[config.mk]
export PLATFORM = sky130hd
export DESIGN_NAME = output_state_alarm_signal_ctrl
export DESIGN_NICKNAME = d
export VERILOG_FILES = /design/src/shared/output_state_pkg.sv /design/src/hdl/in_sync.sv /design/src/hdl/output_state_alarm_signal_ctrl.sv
export VERILOG_INCLUDE_DIRS = /design/src /design/src/shared
export SDC_FILE = /design/constraint.sdc
export NUM_CORES = 1
export LEC_CHECK = 0
export BUFFER_PORTS_ARGS = -buffer_cell sky130_fd_sc_hd__buf_4
export CAP_MARGIN = 20
export CORE_UTILIZATION = 55
export CTS_CLUSTER_DIAMETER = 80
export DETAILED_ROUTE_END_ITERATION = 6
export PLACE_DENSITY = 0.81
export SYNTH_ARGS = -nofsm -noshare
export SYNTH_HDL_FRONTEND = slang
export SYNTH_SLANG_ARGS = --single-unit
[constraint.sdc]
create_clock -name sys_clk -period 3.3 [get_ports sys_clk]
set_input_delay 0.165 -clock sys_clk [delete_from_list [all_inputs] [get_ports sys_clk]]
set_output_delay 0.165 -clock sys_clk [all_outputs]
set_load 0.01 [all_outputs]
[src/shared/output_state_defines.svh]
// offsets, field positions and reset values of the output-state control block
`ifndef OUTPUT_STATE_DEFINES_SVH
`define OUTPUT_STATE_DEFINES_SVH
`define REG_CONTROL 12'h000
`define REG_PIN_SELECT 12'h004
`define REG_STATUS 12'h008
`define REG_EVENT 12'h00C
`define REG_MASK 12'h010
`define REG_COMMAND 12'h014
`define CTL_REMOTE_ALLOW 0
`define CTL_SB_INVERT 1
`define CTL_SB_AUTO 2
`define CTL_OT_AUTO 3
`define CTL_PWRUP_RESTORE 4
`define CTL_PF_AUTO 5
`define CTL_RESET 32'h0000_0000
`define SEL_PIN1_OT 0
`define SEL_PIN1_PF 1
`define SEL_PIN2_OV 2
`define SEL_PIN2_OC 3
`define SEL_PIN2_OP 4
`define SEL_PIN3_DC 5
`define SEL_RESET 32'h0000_0007
`define CMD_OUTPUT_ON 0
`define CMD_OUTPUT_OFF 1
`define EVT_OT 0
`define EVT_PF 1
`define EVT_OV 2
`define EVT_OC 3
`define EVT_OP 4
`define EVT_SB_OFF 5
`define EVT_WIDTH 6
`endif

[src/shared/output_state_pkg.sv]
// types shared by the output-state control block
package output_state_pkg;
  typedef struct packed {
    logic overtemperature_alarm;
    logic power_fail_alarm;
    logic overvoltage_alarm;
    logic overcurrent_alarm;
    logic overpower_alarm;
    logic constant_voltage_mode;
  } alarm_in_t;
  typedef struct packed {
    logic alarm_pin_1;
    logic alarm_pin_2;
    logic status_pin_3;
  } status_pins_t;
  typedef enum logic [3:0] {
    ST_BOOT = 4'b0001,
    ST_RUN = 4'b0010,
    ST_OT_HOLD = 4'b0100,
    ST_PF_HOLD = 4'b1000
  } out_state_t;
endpackage : output_state_pkg

[src/hdl/in_sync.sv]
// two-flop synchroniser for a bundle of pin inputs
`timescale 1ns/1ps
module in_sync #(
  parameter int WIDTH = 7
) (
  input wire logic sys_clk,
  input wire logic reset_n,
  input wire logic [WIDTH-1:0] pin_in,
  output logic [WIDTH-1:0] pin_sync
);
  logic [WIDTH-1:0] stage_one;
  always_ff @(posedge sys_clk) begin
    if (!reset_n) begin
      stage_one <= '0;
      pin_sync <= '0;
    end else begin
      stage_one <= pin_in;
      pin_sync <= stage_one;
    end
  end
endmodule : in_sync

[src/hdl/output_state_alarm_signal_ctrl.sv]
// output-state and alarm-signalling control with an APB register file
// How it works
// remote permission off: digital commands and standby input are ignored
// remote disallowed: control location reads as local
// polarity bit inverts standby input level and its function
// off-only action: standby input can only switch output off
// auto action: standby toggles off/on, on only if enabled elsewhere
// pin 1 ORs overtemperature and power-fail, each enable separate
// pin 2 ORs overvoltage, overcurrent, overpower; default overvoltage only
// pin 3 shows constant voltage mode, or output-on when selected
// overtemperature recovery off: stages stay off after cooling
// overtemperature recovery auto: restore pre-alarm state after cooling
// power-up off: output starts off
// power-up restore: output takes state held before switch-off
// power-fail recovery off: output stays off until user acts
// power-fail recovery auto: output back on if it was on before
// any power-fail switches output off at once
// overvoltage, overcurrent, overpower each switch output off
// overtemperature switches power stages off while it lasts
// alarm pins are registered OR of enabled alarms
// output state kept in a retained register for restore
`timescale 1ns/1ps
`include "output_state_defines.svh"
module output_state_alarm_signal_ctrl (
  input wire logic sys_clk,
  input wire logic reset_n,
  input wire logic [11:0] paddr,
  input wire logic psel,
  input wire logic penable,
  input wire logic pwrite,
  input wire logic [31:0] pwdata,
  output logic [31:0] prdata,
  output logic pready,
  output logic pslverr,
  input wire output_state_pkg::alarm_in_t alarm_in,
  input wire logic remote_standby_input,
  input wire logic retained_output_on,
  output logic retained_output_store,
  output logic dc_output_on,
  output logic power_stage_on,
  output logic remote_active,
  output output_state_pkg::status_pins_t status_pins,
  output logic irq
);
  import output_state_pkg::*;

  // ----------------------------------------
  // input synchronisation
  // ----------------------------------------
  logic [6:0] sync_raw;
  logic [6:0] sync_out;
  alarm_in_t alarms;
  logic standby_level;
  logic standby_prev;
  assign sync_raw = {alarm_in, remote_standby_input};
  in_sync #(.WIDTH(7)) u_sync (
    .sys_clk(sys_clk),
    .reset_n(reset_n),
    .pin_in(sync_raw),
    .pin_sync(sync_out)
  );
  assign alarms = alarm_in_t'(sync_out[6:1]);

  // ----------------------------------------
  // registers
  // ----------------------------------------
  logic [31:0] control;
  logic [31:0] pin_select;
  logic [`EVT_WIDTH-1:0] event_flags;
  logic [`EVT_WIDTH-1:0] event_mask;
  logic [`EVT_WIDTH-1:0] event_set;
  logic wr_access;
  logic rd_access;
  logic cmd_on;
  logic cmd_off;
  logic remote_ok;
  logic addr_ok;

  function automatic logic known_addr(input logic [11:0] a);
    known_addr = (a == `REG_CONTROL) || (a == `REG_PIN_SELECT) || (a == `REG_STATUS) ||
                 (a == `REG_EVENT) || (a == `REG_MASK) || (a == `REG_COMMAND);
  endfunction : known_addr

  assign addr_ok = known_addr(paddr);
  assign wr_access = psel && penable && pwrite && pready;
  assign rd_access = psel && !penable && !pwrite;
  assign remote_ok = control[`CTL_REMOTE_ALLOW];
  assign cmd_on = wr_access && paddr == `REG_COMMAND && pwdata[`CMD_OUTPUT_ON] && remote_ok;
  assign cmd_off = wr_access && paddr == `REG_COMMAND && pwdata[`CMD_OUTPUT_OFF] && remote_ok;

  always_ff @(posedge sys_clk) begin
    if (!reset_n) begin
      control <= `CTL_RESET;
      pin_select <= `SEL_RESET;
      event_mask <= '0;
    end else if (wr_access) begin
      if (paddr == `REG_CONTROL) begin
        control <= pwdata;
      end else if (paddr == `REG_PIN_SELECT) begin
        pin_select <= pwdata;
      end else if (paddr == `REG_MASK) begin
        event_mask <= pwdata[`EVT_WIDTH-1:0];
      end
    end
  end

  // ----------------------------------------
  // apb answer: no wait state, pready in the first access cycle
  // ----------------------------------------
  always_ff @(posedge sys_clk) begin
    if (!reset_n) begin
      pready <= 1'b0;
      pslverr <= 1'b0;
    end else begin
      pready <= psel && !penable;
      pslverr <= psel && !penable && !addr_ok;
    end
  end

  // ----------------------------------------
  // standby input: polarity and action
  // ----------------------------------------
  logic sb_active;
  logic sb_off_edge;
  logic sb_on_edge;
  logic sb_held_off;
  logic enabled_elsewhere;
  assign standby_level = sync_out[0] ^ control[`CTL_SB_INVERT];
  assign sb_active = standby_level && remote_ok;
  always_ff @(posedge sys_clk) begin
    if (!reset_n) begin
      standby_prev <= 1'b0;
    end else begin
      standby_prev <= sb_active;
    end
  end
  assign sb_off_edge = sb_active && !standby_prev;
  assign sb_on_edge = !sb_active && standby_prev && control[`CTL_SB_AUTO];

  // ----------------------------------------
  // output state machine
  // ----------------------------------------
  out_state_t state;
  logic trip_protect;
  logic pre_alarm_on;
  assign trip_protect = alarms.overvoltage_alarm || alarms.overcurrent_alarm ||
                        alarms.overpower_alarm;

  always_ff @(posedge sys_clk) begin
    if (!reset_n) begin
      state <= ST_BOOT;
      dc_output_on <= 1'b0;
      power_stage_on <= 1'b0;
      pre_alarm_on <= 1'b0;
      enabled_elsewhere <= 1'b0;
      sb_held_off <= 1'b0;
    end else begin
      case (state)
        ST_BOOT: begin
          // wait for the settings, then apply the power-up choice
          if (wr_access && paddr == `REG_CONTROL) begin
            dc_output_on <= pwdata[`CTL_PWRUP_RESTORE] && retained_output_on;
            enabled_elsewhere <= pwdata[`CTL_PWRUP_RESTORE] && retained_output_on;
            power_stage_on <= 1'b1;
            state <= ST_RUN;
          end
        end
        ST_RUN: begin
          if (alarms.power_fail_alarm) begin
            dc_output_on <= 1'b0;
            pre_alarm_on <= dc_output_on;
            state <= ST_PF_HOLD;
          end else if (alarms.overtemperature_alarm) begin
            power_stage_on <= 1'b0;
            pre_alarm_on <= dc_output_on;
            dc_output_on <= 1'b0;
            state <= ST_OT_HOLD;
          end else if (trip_protect || cmd_off) begin
            dc_output_on <= 1'b0;
            enabled_elsewhere <= 1'b0;
          end else if (sb_off_edge) begin
            dc_output_on <= 1'b0;
            sb_held_off <= dc_output_on;
          end else if (cmd_on && !sb_active) begin
            dc_output_on <= 1'b1;
            power_stage_on <= 1'b1;
            enabled_elsewhere <= 1'b1;
          end else if (sb_on_edge && sb_held_off && enabled_elsewhere) begin
            dc_output_on <= 1'b1;
            sb_held_off <= 1'b0;
          end
        end
        ST_OT_HOLD: begin
          if (!alarms.overtemperature_alarm && !alarms.power_fail_alarm) begin
            power_stage_on <= control[`CTL_OT_AUTO];
            dc_output_on <= control[`CTL_OT_AUTO] && pre_alarm_on;
            enabled_elsewhere <= control[`CTL_OT_AUTO] && pre_alarm_on;
            state <= ST_RUN;
          end
        end
        ST_PF_HOLD: begin
          if (alarms.overtemperature_alarm)
            power_stage_on <= 1'b0;
          if (!alarms.power_fail_alarm && !alarms.overtemperature_alarm) begin
            dc_output_on <= control[`CTL_PF_AUTO] && pre_alarm_on;
            enabled_elsewhere <= control[`CTL_PF_AUTO] && pre_alarm_on;
            state <= ST_RUN;
          end
        end
        default: state <= ST_BOOT;
      endcase
    end
  end

  // ----------------------------------------
  // retained state, location and status pins
  // ----------------------------------------
  always_ff @(posedge sys_clk) begin
    if (!reset_n) begin
      retained_output_store <= 1'b0;
      remote_active <= 1'b0;
      status_pins <= '0;
    end else begin
      retained_output_store <= (state == ST_RUN) ? dc_output_on : retained_output_on;
      remote_active <= remote_ok;
      status_pins.alarm_pin_1 <= (pin_select[`SEL_PIN1_OT] && alarms.overtemperature_alarm) ||
                                 (pin_select[`SEL_PIN1_PF] && alarms.power_fail_alarm);
      status_pins.alarm_pin_2 <= (pin_select[`SEL_PIN2_OV] && alarms.overvoltage_alarm) ||
                                 (pin_select[`SEL_PIN2_OC] && alarms.overcurrent_alarm) ||
                                 (pin_select[`SEL_PIN2_OP] && alarms.overpower_alarm);
      status_pins.status_pin_3 <= pin_select[`SEL_PIN3_DC] ? dc_output_on :
                                  alarms.constant_voltage_mode;
    end
  end

  // ----------------------------------------
  // events and interrupt
  // ----------------------------------------
  assign event_set = {sb_off_edge && state == ST_RUN, alarms.overpower_alarm,
                      alarms.overcurrent_alarm, alarms.overvoltage_alarm,
                      alarms.power_fail_alarm, alarms.overtemperature_alarm};
  always_ff @(posedge sys_clk) begin
    if (!reset_n) begin
      event_flags <= '0;
    end else if (wr_access && paddr == `REG_EVENT) begin
      event_flags <= (event_flags & ~pwdata[`EVT_WIDTH-1:0]) | event_set;
    end else begin
      event_flags <= event_flags | event_set;
    end
  end
  always_ff @(posedge sys_clk) begin
    if (!reset_n) begin
      irq <= 1'b0;
    end else begin
      irq <= |(event_flags & event_mask);
    end
  end

  // ----------------------------------------
  // read data
  // ----------------------------------------
  always_ff @(posedge sys_clk) begin
    if (!reset_n) begin
      prdata <= '0;
    end else if (rd_access) begin
      if (paddr == `REG_CONTROL) begin
        prdata <= control;
      end else if (paddr == `REG_PIN_SELECT) begin
        prdata <= pin_select;
      end else if (paddr == `REG_STATUS) begin
        prdata <= {24'h00_0000, state, remote_ok, power_stage_on, sb_active, dc_output_on};
      end else if (paddr == `REG_EVENT) begin
        prdata <= {26'h000_0000, event_flags};
      end else if (paddr == `REG_MASK) begin
        prdata <= {26'h000_0000, event_mask};
      end else begin
        prdata <= 32'h0000_0000;
      end
    end
  end
endmodule : output_state_alarm_signal_ctrl

# Word level (Yosys, flattened, before mapping)

Cells that the tools add are included.

Memories kept: 0
Output and inout bits: 42
Latch bits: 0
Logic and storage cells: 161
Bits in read-only memories: 0
Bits in writable memories: 0
Input bits: 57
Register bits: 140

Add/subtract/negate cells: 0
Reductions and logical operators: 63
Equal/unequal tests: 24
Shift operators: 0
Divide/modulo/power cells: 0
Muxes and demuxes: 41
Multipliers: 0
Bitwise operators: 11
Magnitude comparators: 0

Operator list:

| kind                | number |
|---|---|
| $mux 32             | 2 |
| $logic_and 1x1->1   | 30 |
| $mux 1              | 27 |
| $eq 12x4->1 const B | 2 |
| $eq 12x5->1 const B | 2 |
| $mux 6              | 3 |
| $mux 4              | 4 |
| $reduce_and 8->1    | 2 |
| $and 6x6->6         | 2 |
| $eq 12x3->1 const B | 1 |
| $logic_not 12->1    | 1 |
| $ne 2x2->1 const B  | 6 |
| $or 6x6->6          | 2 |
| $pmux 1 s4          | 3 |
| $pmux 4 s3          | 1 |
| $logic_or 1x1->1    | 11 |
| $ne 3x2->1 const B  | 3 |
| $mux 8              | 1 |
| $logic_not 1->1     | 7 |
| $ne 7x5->1 const B  | 1 |
| $ne 3x3->1 const B  | 2 |
| $not 6->6           | 1 |
| $reduce_and 3->1    | 2 |
| $reduce_and 6->1    | 1 |
| 15 further kinds    | 22 |

# Longest topological paths before layout

Gate-level depths: netlist (run 1).

Depth after elaboration: 14
Mapped depth: 8
Mapped depth without buffers: 5

# Cells and area by module

A second synthesis (run 1) with hierarchy kept.

Cells, all modules: 661
Area total of the unflattened synthesis: 5630.4 µm²

Modules (own cells, without submodules):

| module                         | seq. area each (µm²) | cells an instance | area each (µm²) | times used |
|---|---|---|---|---|
| output_state_alarm_signal_ctrl | 2522.4               | 632               | 5238.8          | 1 |
| in_sync                        | 280.3                | 29                | 391.6           | 1 |

# Worst setup path before layout (run 1)

OpenSTA, ideal clock, no wires.

Path kind: register to register
Start point: register state[0]
End point: register power_stage_on
Setup slack: 1.309 ns
Arrival: 1.900 ns
Path buffers: 1
Required time: 3.209 ns
Stages on the path, launching flop included: 7
Cell sequence: dfxtp_1 > clkbuf_1 > or4b_2 > nor2_1 > a22oi_1 > nor3b_1 > a311oi_1

Word-level cells in the longest chain between the ends: 3

Ends and longest elaborated chain:

| element                                                   | line                                  | RTL |
|---|---|---|
| start, declared                                           | output_state_alarm_signal_ctrl.sv:143 | `out_state_t state;` |
| start signal, assigned                                    | output_state_alarm_signal_ctrl.sv:151 | `state <= ST_BOOT;` |
| start signal, assigned                                    | output_state_alarm_signal_ctrl.sv:165 | `state <= ST_RUN;` |
| start signal, assigned                                    | output_state_alarm_signal_ctrl.sv:172 | `state <= ST_PF_HOLD;` |
| $eq 4x2->1, or another cell as far along                  | output_state_alarm_signal_ctrl.sv:158 | `case (state)` |
| $ne 3x2->1 (no source line), or another cell as far along | -                                     |  |
| $reduce_and 8->1 (no source line)                         | -                                     |  |
| end signal, assigned                                      | output_state_alarm_signal_ctrl.sv:195 | `` power_stage_on <= control[`CTL_OT_AUTO]; `` |
| end, declared                                             | output_state_alarm_signal_ctrl.sv:40  | `output logic power_stage_on,` |

Several ways; a longest one is shown, not always the timed one.
A chain may end at the register's enable or synchronous reset.

# Worst setup path after layout (run 1)

Start point: input paddr[6]
End point: register pin_select[2]

Word-level cells in the longest chain between the ends: 3

Ends and longest elaborated chain:

| element                               | line                                  | RTL |
|---|---|---|
| start, declared                       | output_state_alarm_signal_ctrl.sv:27  | `input wire logic [11:0] paddr,` |
| $logic_not 12->1 (no source line)     | -                                     |  |
| $not 1->1 (no source line)            | -                                     |  |
| $reduce_and 3->1 (no source line) (*) | -                                     |  |
| end signal, assigned                  | output_state_alarm_signal_ctrl.sv:94  | `` pin_select <= `SEL_RESET; `` |
| end signal, assigned                  | output_state_alarm_signal_ctrl.sv:100 | `pin_select <= pwdata;` |
| end, declared                         | output_state_alarm_signal_ctrl.sv:68  | `logic [31:0] pin_select;` |

Every way passes the cells marked *; elsewhere a longest branch is shown, timed or not.

==> results.sh, run 1 <==
export IMPL_final_nets=853
export IMPL_grt_overflow=0
export IMPL_p_leak_nw=2.80
export IMPL_root_buffer="clkbuf_8"
export IMPL_rows=36
export IMPL_rsz0062_at_grt="no"
export IMPL_first_pass_iters=5
export IMPL_tritoncts="yes"
export IMPL_die_y_um=103
export IMPL_fp_coreArea_mm2=0.00986
export IMPL_via_count=5578
export IMPL_ys_seq_area_frac=0.495
export IMPL_routed_wirelength_um=16100
export IMPL_grt_pass1_wl_um=25000
export IMPL_grt_pass1_vias=5172
export IMPL_stdcell_area_mm2=0.00746
export IMPL_die_area_mm2=0.0107
export IMPL_muxShareOfSynthArea=0.0216
export IMPL_ant_nets=0
export IMPL_worst_slack_ns=0.919
export IMPL_dpl_hpwl_um=9920
export IMPL_boundaryPins=99
export IMPL_synth_top_family_by_area="simple AND/OR/NAND/NOR gates"
export IMPL_htree_levels=4
export IMPL_drtIter0Drc=509
export IMPL_worst_slew_pin_slew_ns=0.789
export IMPL_hold_worst_slack_ns=-0.00975
export IMPL_synth_fp_nets=728
export IMPL_postPlaceCellArea_mm2=0.00645
export IMPL_synth_compound_area_frac=0.192
export IMPL_place_gp_congestion=0.882
export IMPL_yosys_area_share_simple=0.248
export IMPL_path_max_fanout=31
export IMPL_crit_buf_inv=4
export IMPL_clk_pin_slew_ns=0.06
export IMPL_synthArstFlopShare=0
export IMPL_synthAdderAreaFrac=0
export IMPL_finalClockSkew_ns=0.00649
export IMPL_place_ws_ns=0.799
export IMPL_synth_xor_area_frac=0.00464
export IMPL_syn_inst=671
export IMPL_cts_made_buffers=17
export IMPL_hp_class="primary input to register"
export IMPL_antennaDiodeCount=0
export IMPL_syn_cell_area_mm2=0.00567
export IMPL_wl_per_cell_um=17.0
export IMPL_grt_max_degree=54
export IMPL_grtUsageMet1=0.393
export IMPL_cpMaxStageDelayCell="dlygate4sd3_1"
export IMPL_tns_ns=0
export IMPL_hold_viol=1
export IMPL_switching_share=0.226
export IMPL_clockBufferDepth=2
export IMPL_relSlewSlack=0.474
export IMPL_crit_path_max_incr_delay_ns=0.57
export IMPL_synth_top_area_frac=0.495
export IMPL_clk_latency_ns=0.53
export IMPL_worstPathCellList="dlygate4sd3_1 > buf_4 > nor4_1 > and2_0 > nand3_1 > buf_4 > nand2_1 > nand3_1 > dlygate4sd3_1"
export IMPL_max_freq_mhz=420
export IMPL_path_class="primary input to register"
export IMPL_pwr_share_seq=0.460
export IMPL_use_met2=0.501
export IMPL_p_comb_frac=0.069
export IMPL_drive_gt1_frac=0.189
export IMPL_powerDensity_mw_per_mm2=507
export IMPL_die_w_um=103
export IMPL_worstPathRequired_ns=3.72
export IMPL_synth_area_leader_cell="dfxtp_1"
export IMPL_numPortBuffers=98
export IMPL_status="finished, violations left"
export IMPL_synth_edff_count=0
export IMPL_met3_usage=0.0685
export IMPL_netlist_top_cells_area="dfxtp_1 (49%), nand2_1 (9.9%), a21oi_1 (6.1%), a221oi_1 (4.0%), nor2_1 (3.2%)"
export IMPL_cap_violations=0
export IMPL_synth_main_ff_cell="dfxtp_1"
export IMPL_ys_warn_count=0
export IMPL_top_usage_layer="met2"
export IMPL_start_util=0.574
export IMPL_setup_viol=0
export IMPL_cp_end_kind="register"
export IMPL_ir_drop_mv=0.360
export IMPL_clock_power_share=0.471
export IMPL_drcViolationCount=0
export IMPL_syn_area_per_cell_um2=8.44
export IMPL_track_usage=0.309
export IMPL_critPathLaunchType="primary input"
export IMPL_critPathArrivalTime_ns=2.80
export IMPL_p_switching_uw=854
export IMPL_finalPower_mw=3.78
export IMPL_violations="negative hold slack"
export IMPL_ys_seq_elements=140
export IMPL_layout_min_cycle_time_ns=2.38
export IMPL_clock_sinks=140
export IMPL_crit_family="buffers and inverters"
export IMPL_final_cells=942
export IMPL_dp_cells=864
export IMPL_internal_power_mw=2.93
export IMPL_antenna_found_initial=0
export IMPL_syn_to_final_growth_pct=31.7
export IMPL_synth_cell_types=54
export IMPL_avgViaCountPerCell=5.92
export IMPL_slew_violations=0
export IMPL_finalCritPeriodShare=0.721
==> metrics by stage <==
| step | util | hold slack (ns) |
|---|---|---|
| 2_1_floorplan | - | 0.249 |
| 3_3_place_gp | 0.654 | 0.372 |
| 3_5_place_dp | 0.654 | 0.377 |
| 4_1_cts | 0.756 | 0.000582 |
| 5_1_grt | 0.756 | 0.0325 |
| 6_report | 0.756 | -0.00975 |
==> synth_stat cells, drive strengths merged (4+ instances only) <==
cell type / count
buf: 15
nor2: 49
o21a: 7
a221oi: 26
nand2: 149
dfxtp: 140
mux2i: 10
a21o: 4
and3: 5
clkbuf: 33
nor4: 5
a31oi: 5
a21oi: 69
a22oi: 10
and2: 18
a21boi: 7
nor3: 34
o21ai: 13
nor3b: 5
nand3: 18
o221ai: 4
==> final cells by class <==
type | count | area [um^2]
sequential | 140 | 2800
multi-input combinational | 479 | 2640
clock buffer | 20 | 425
timing repair buffer | 154 | 1280
tap | 133 | 166
fill | 677 | 2400
inverter | 4 | 15.0
clock inverter | 12 | 123
==> cells by family (layout without fill, tap and decap cells) <==
logic type             Yosys count  in the layout
AO/OA/AOI/OAI                  161            161
XOR/XNOR                         3              3
buffers and inverters           52            190
flip-flops                     140            140
multiplexers                    12             12
AND/OR/NAND/NOR                303            303
==> tightest hold or removal path, delay by kind of cell <==
family | cells | cell delay (ns)
buf+inv | 1 | 0.08
simple gates | 3 | 0.25
==> power by group through the flow <==
stage | Combinational, mW | Clock, mW | Sequential [mW]
final | 0.259 | 1.78 | 1.74
after CTS | 0.256 | 1.78 | 1.74
after global routing | 0.282 | 1.87 | 1.74
after detailed placement | 0.213 | 0 | 1.78
after floorplan | 0.0900 | 0 | 1.78
after global placement | 0.208 | 0 | 1.78
==> what timing repair did <==
action,in CTS,in global routing
hold endpoints to repair,81,0
gates resized for setup,0,0
hold buffers,46,0
setup buffers,0,0
==> registers in the layout, indices dropped and copies added, names as in the netlist, 3 cells and up <==
register,count
control,32
pin_select,32
prdata,32
u_sync.pin_sync,7
u_sync.stage_one,7
event_flags,6
event_mask,6
state,4
status_pins,3
==> routing by layer <==
layer | up-vias | routed length [um]
li1 | 2619 | -
met1 | 2634 | 6610
met2 | 275 | 7760
met3 | 50 | 1250
met4 | 0 | 438
met5 | - | 0
==> path summary, 6_finish.rpt <==
| kind | end | slack (ns) | startpoint | depth (start not counted) |
|---|---|---|---|---|
| setup / recovery | pin_select[2] | 0.92 | paddr[6] | 9 |
| setup reg to reg | enabled_elsewhere | 1.04 | pready | 5 |
| hold reg to reg | u_sync.pin_sync[2] | 0.43 | u_sync.stage_one[2] | 1 |
| hold / removal | pslverr | -0.01 | paddr[0] | 4 |
==> cell usage in the layout (no fill, tap or decap), drive strengths merged, types with 3 or more instances in the layout <==
cell type | Yosys | layout
a21boi | 7 | 7
a21o | 4 | 4
a21oi | 69 | 69
a221oi | 26 | 26
a222oi | 3 | 3
a22oi | 10 | 10
a311oi | 3 | 3
a31oi | 5 | 5
and2 | 18 | 18
and3 | 5 | 5
buf | 15 | 108
clkbuf | 33 | 20
clkinv | 1 | 7
dfxtp | 140 | 140
dlygate4sd3 | 0 | 46
inv | 3 | 5
mux2i | 10 | 10
nand2 | 149 | 149
nand3 | 18 | 18
nand4 | 3 | 3
nor2 | 49 | 49
nor3 | 34 | 34
nor3b | 5 | 5
nor4 | 5 | 5
o21a | 7 | 7
o21ai | 13 | 13
o221ai | 4 | 4
o31ai | 3 | 3
No activity file was read; power rests on OpenSTA's default activity.
==> run 2, diff against run 1 <==
Settings changed: CORE_UTILIZATION 55 to 50, PLACE_DENSITY 0.81 to 0.77.
Clock period 3.3 ns to 1.95 ns, I/O delays scaled along.
==> run 2 against run 1 <==
Against the previous run: the run now ends clean; clock power is 83% higher; count of clock-buffer cells in the layout is 1 lower; sequential cell count stayed put; sequential power is 69% higher; cell count is 3.2% higher; combinational power is 76% higher; core utilization is 4.6 points lower; first-iteration DRC count is 13% lower; critical path depth is 4 lower; largest cell class unchanged; highest routed layer unchanged.
==> results.sh, run 2 (synthesis results as in run 1) <==
export IMPL_status="completed"
export IMPL_final_common_cell="nand2_1"
export IMPL_crit_path_max_incr_delay_ns=0.69
export IMPL_tritoncts="yes"
export IMPL_switching_share=0.216
export IMPL_ir_drop_mv=0.519
export IMPL_dp_cells=900
export IMPL_grt_pass1_wl_um=26000
export IMPL_track_usage=0.288
export IMPL_relSlewSlack=0.574
export IMPL_routed_wirelength_um=16600
export IMPL_wl_per_cell_um=17.1
export IMPL_finalClockSkew_ns=0.00644
export IMPL_final_cells=972
export IMPL_dpl_hpwl_um=10600
export IMPL_pwr_share_seq=0.442
export IMPL_htree_levels=4
export IMPL_cp_end_kind="register"
export IMPL_crit_buf_inv=0
export IMPL_p_leak_nw=2.97
export IMPL_internal_power_mw=5.21
export IMPL_critPathArrivalTime_ns=2.18
export IMPL_first_pass_iters=5
export IMPL_finalPower_mw=6.65
export IMPL_boundaryPins=99
export IMPL_drtIter0Drc=445
export IMPL_fp_coreArea_mm2=0.0109
export IMPL_critPathLaunchType="register"
export IMPL_ant_nets=0
export IMPL_start_util=0.518
export IMPL_layout_common_cells="nand2_1 (149), dfxtp_1 (138), buf_4 (131)"
export IMPL_syn_to_final_growth_pct=37.0
export IMPL_die_area_mm2=0.0118
export IMPL_finalCritPeriodShare=0.958
export IMPL_layout_min_cycle_time_ns=1.87
export IMPL_worstPathRequired_ns=2.27
export IMPL_post_cts_buffers=0
export IMPL_crit_family="simple AND/OR/NAND/NOR gates"
export IMPL_via_count=5635
export IMPL_rows=38
export IMPL_postPlaceCellArea_mm2=0.00674
export IMPL_avgViaCountPerCell=5.80
export IMPL_slew_violations=0
export IMPL_die_w_um=108
export IMPL_grt_max_degree=72
export IMPL_antenna_found_initial=0
export IMPL_clk_pin_slew_ns=0.06
export IMPL_hp_class="primary input to register"
export IMPL_numPortBuffers=98
export IMPL_grt_overflow=0
export IMPL_worstPathCellList="or4b_2 > nor2_2 > a22oi_1 > nor3b_1 > a311oi_1"
export IMPL_hold_viol=0
export IMPL_max_freq_mhz=536
export IMPL_powerDensity_mw_per_mm2=857
export IMPL_cap_violations=0
export IMPL_grt_pass1_vias=5453
export IMPL_path_class="register to register"
export IMPL_rsz0062_at_grt="no"
export IMPL_clockBufferDepth=2
export IMPL_antennaDiodeCount=0
export IMPL_cts_made_buffers=17
export IMPL_path_max_fanout=6
export IMPL_root_buffer="clkbuf_16"
export IMPL_stdcell_area_mm2=0.00776
export IMPL_setup_viol=0
export IMPL_drive_gt1_frac=0.224
export IMPL_place_ws_ns=-0.172
export IMPL_drcViolationCount=0
export IMPL_p_comb_frac=0.068
export IMPL_worst_slew_pin_slew_ns=0.634
export IMPL_clk_latency_ns=0.41
export IMPL_cpMaxStageDelayCell="or4b_2"
export IMPL_final_nets=878
export IMPL_p_switching_mw=1.44
export IMPL_die_y_um=108
export IMPL_clock_power_share=0.489
export IMPL_reg_top3="control (32), pin_select (32), prdata (32)"
export IMPL_worst_slack_ns=0.0828
export IMPL_clock_sinks=140
export IMPL_place_gp_congestion=0.899
==> run 2: changes by cell type in the layout (fill, tap and decap cells not counted), moves of 2 or more <==
| cell | change |
|---|---|
| dfxtp_1 | -2 |
| dfxtp_2 | +2 |
| buf_12 | +5 |
| clkbuf_1 | -3 |
| buf_4 | +24 |
| clkinv_2 | -2 |
| dlygate4sd3_1 | -4 |
==> run 2: power groups by stage <==
| stage | Clock, mW | Sequential, mW | Combinational (mW) |
|---|---|---|---|
| final | 3.25 | 2.94 | 0.455 |
| after global routing | 3.43 | 2.95 | 0.488 |
| after CTS | 3.27 | 2.94 | 0.449 |
| after detailed placement | 0 | 3.00 | 0.379 |
| after global placement | 0 | 3.00 | 0.371 |
| after floorplan | 0 | 3.01 | 0.152 |
==> run 2: final timing paths <==
path | startpoint | endpoint | slack, ns | cells past startpoint
setup reg to reg | state[2] | power_stage_on | 0.08 | 5
hold / removal | paddr[6] | pslverr | 0.03 | 4
hold reg to reg | u_sync.stage_one[4] | u_sync.pin_sync[4] | 0.43 | 1
setup / recovery | state[2] | power_stage_on | 0.08 | 5
==> run 2: stage by stage <==
step,setup TNS [ns],util,hold slack [ns]
CTS,0,0.710,0.0190
global route,0,0.710,0.0412
detailed placement,-5.13,0.617,0.305
floorplan,0,-,0.174
finish,0,0.710,0.0274
global placement,-2.73,0.617,0.301
==> run 2: worst min-delay path: stages <==
cell and delay, ns:
buf_4 0.09, nor2_1 0.05, nand3_1 0.06, and2_1 0.11
==> run 2: area by class of cell <==
class,instances,area (um^2)
repair buffers,179,1520
multi-input cells,479,2650
clock inverters,11,144
flip-flops and latches,140,2810
fillers,810,3170
clock buffers,19,453
inverters,4,15.0
well taps,140,175
==> run 2: timing repair <==
| item | in CTS | in global routing |
|---|---|---|
| hold buffers | 42 | 0 |
| setup endpoints to repair | 0 | 1 |
| resized for setup | 0 | 1 |
| endpoints found under the hold margin | 75 | 0 |
==> run 2: layer usage <==
metal / wire length, um / global-route usage / up-vias
met3: 1260 / 0.0699 / 31
met4: 324 / 0.104 / 0
met5: 0 / 0 / -
li1: - / - / 2664
met1: 6890 / 0.359 / 2675
met2: 8120 / 0.482 / 265
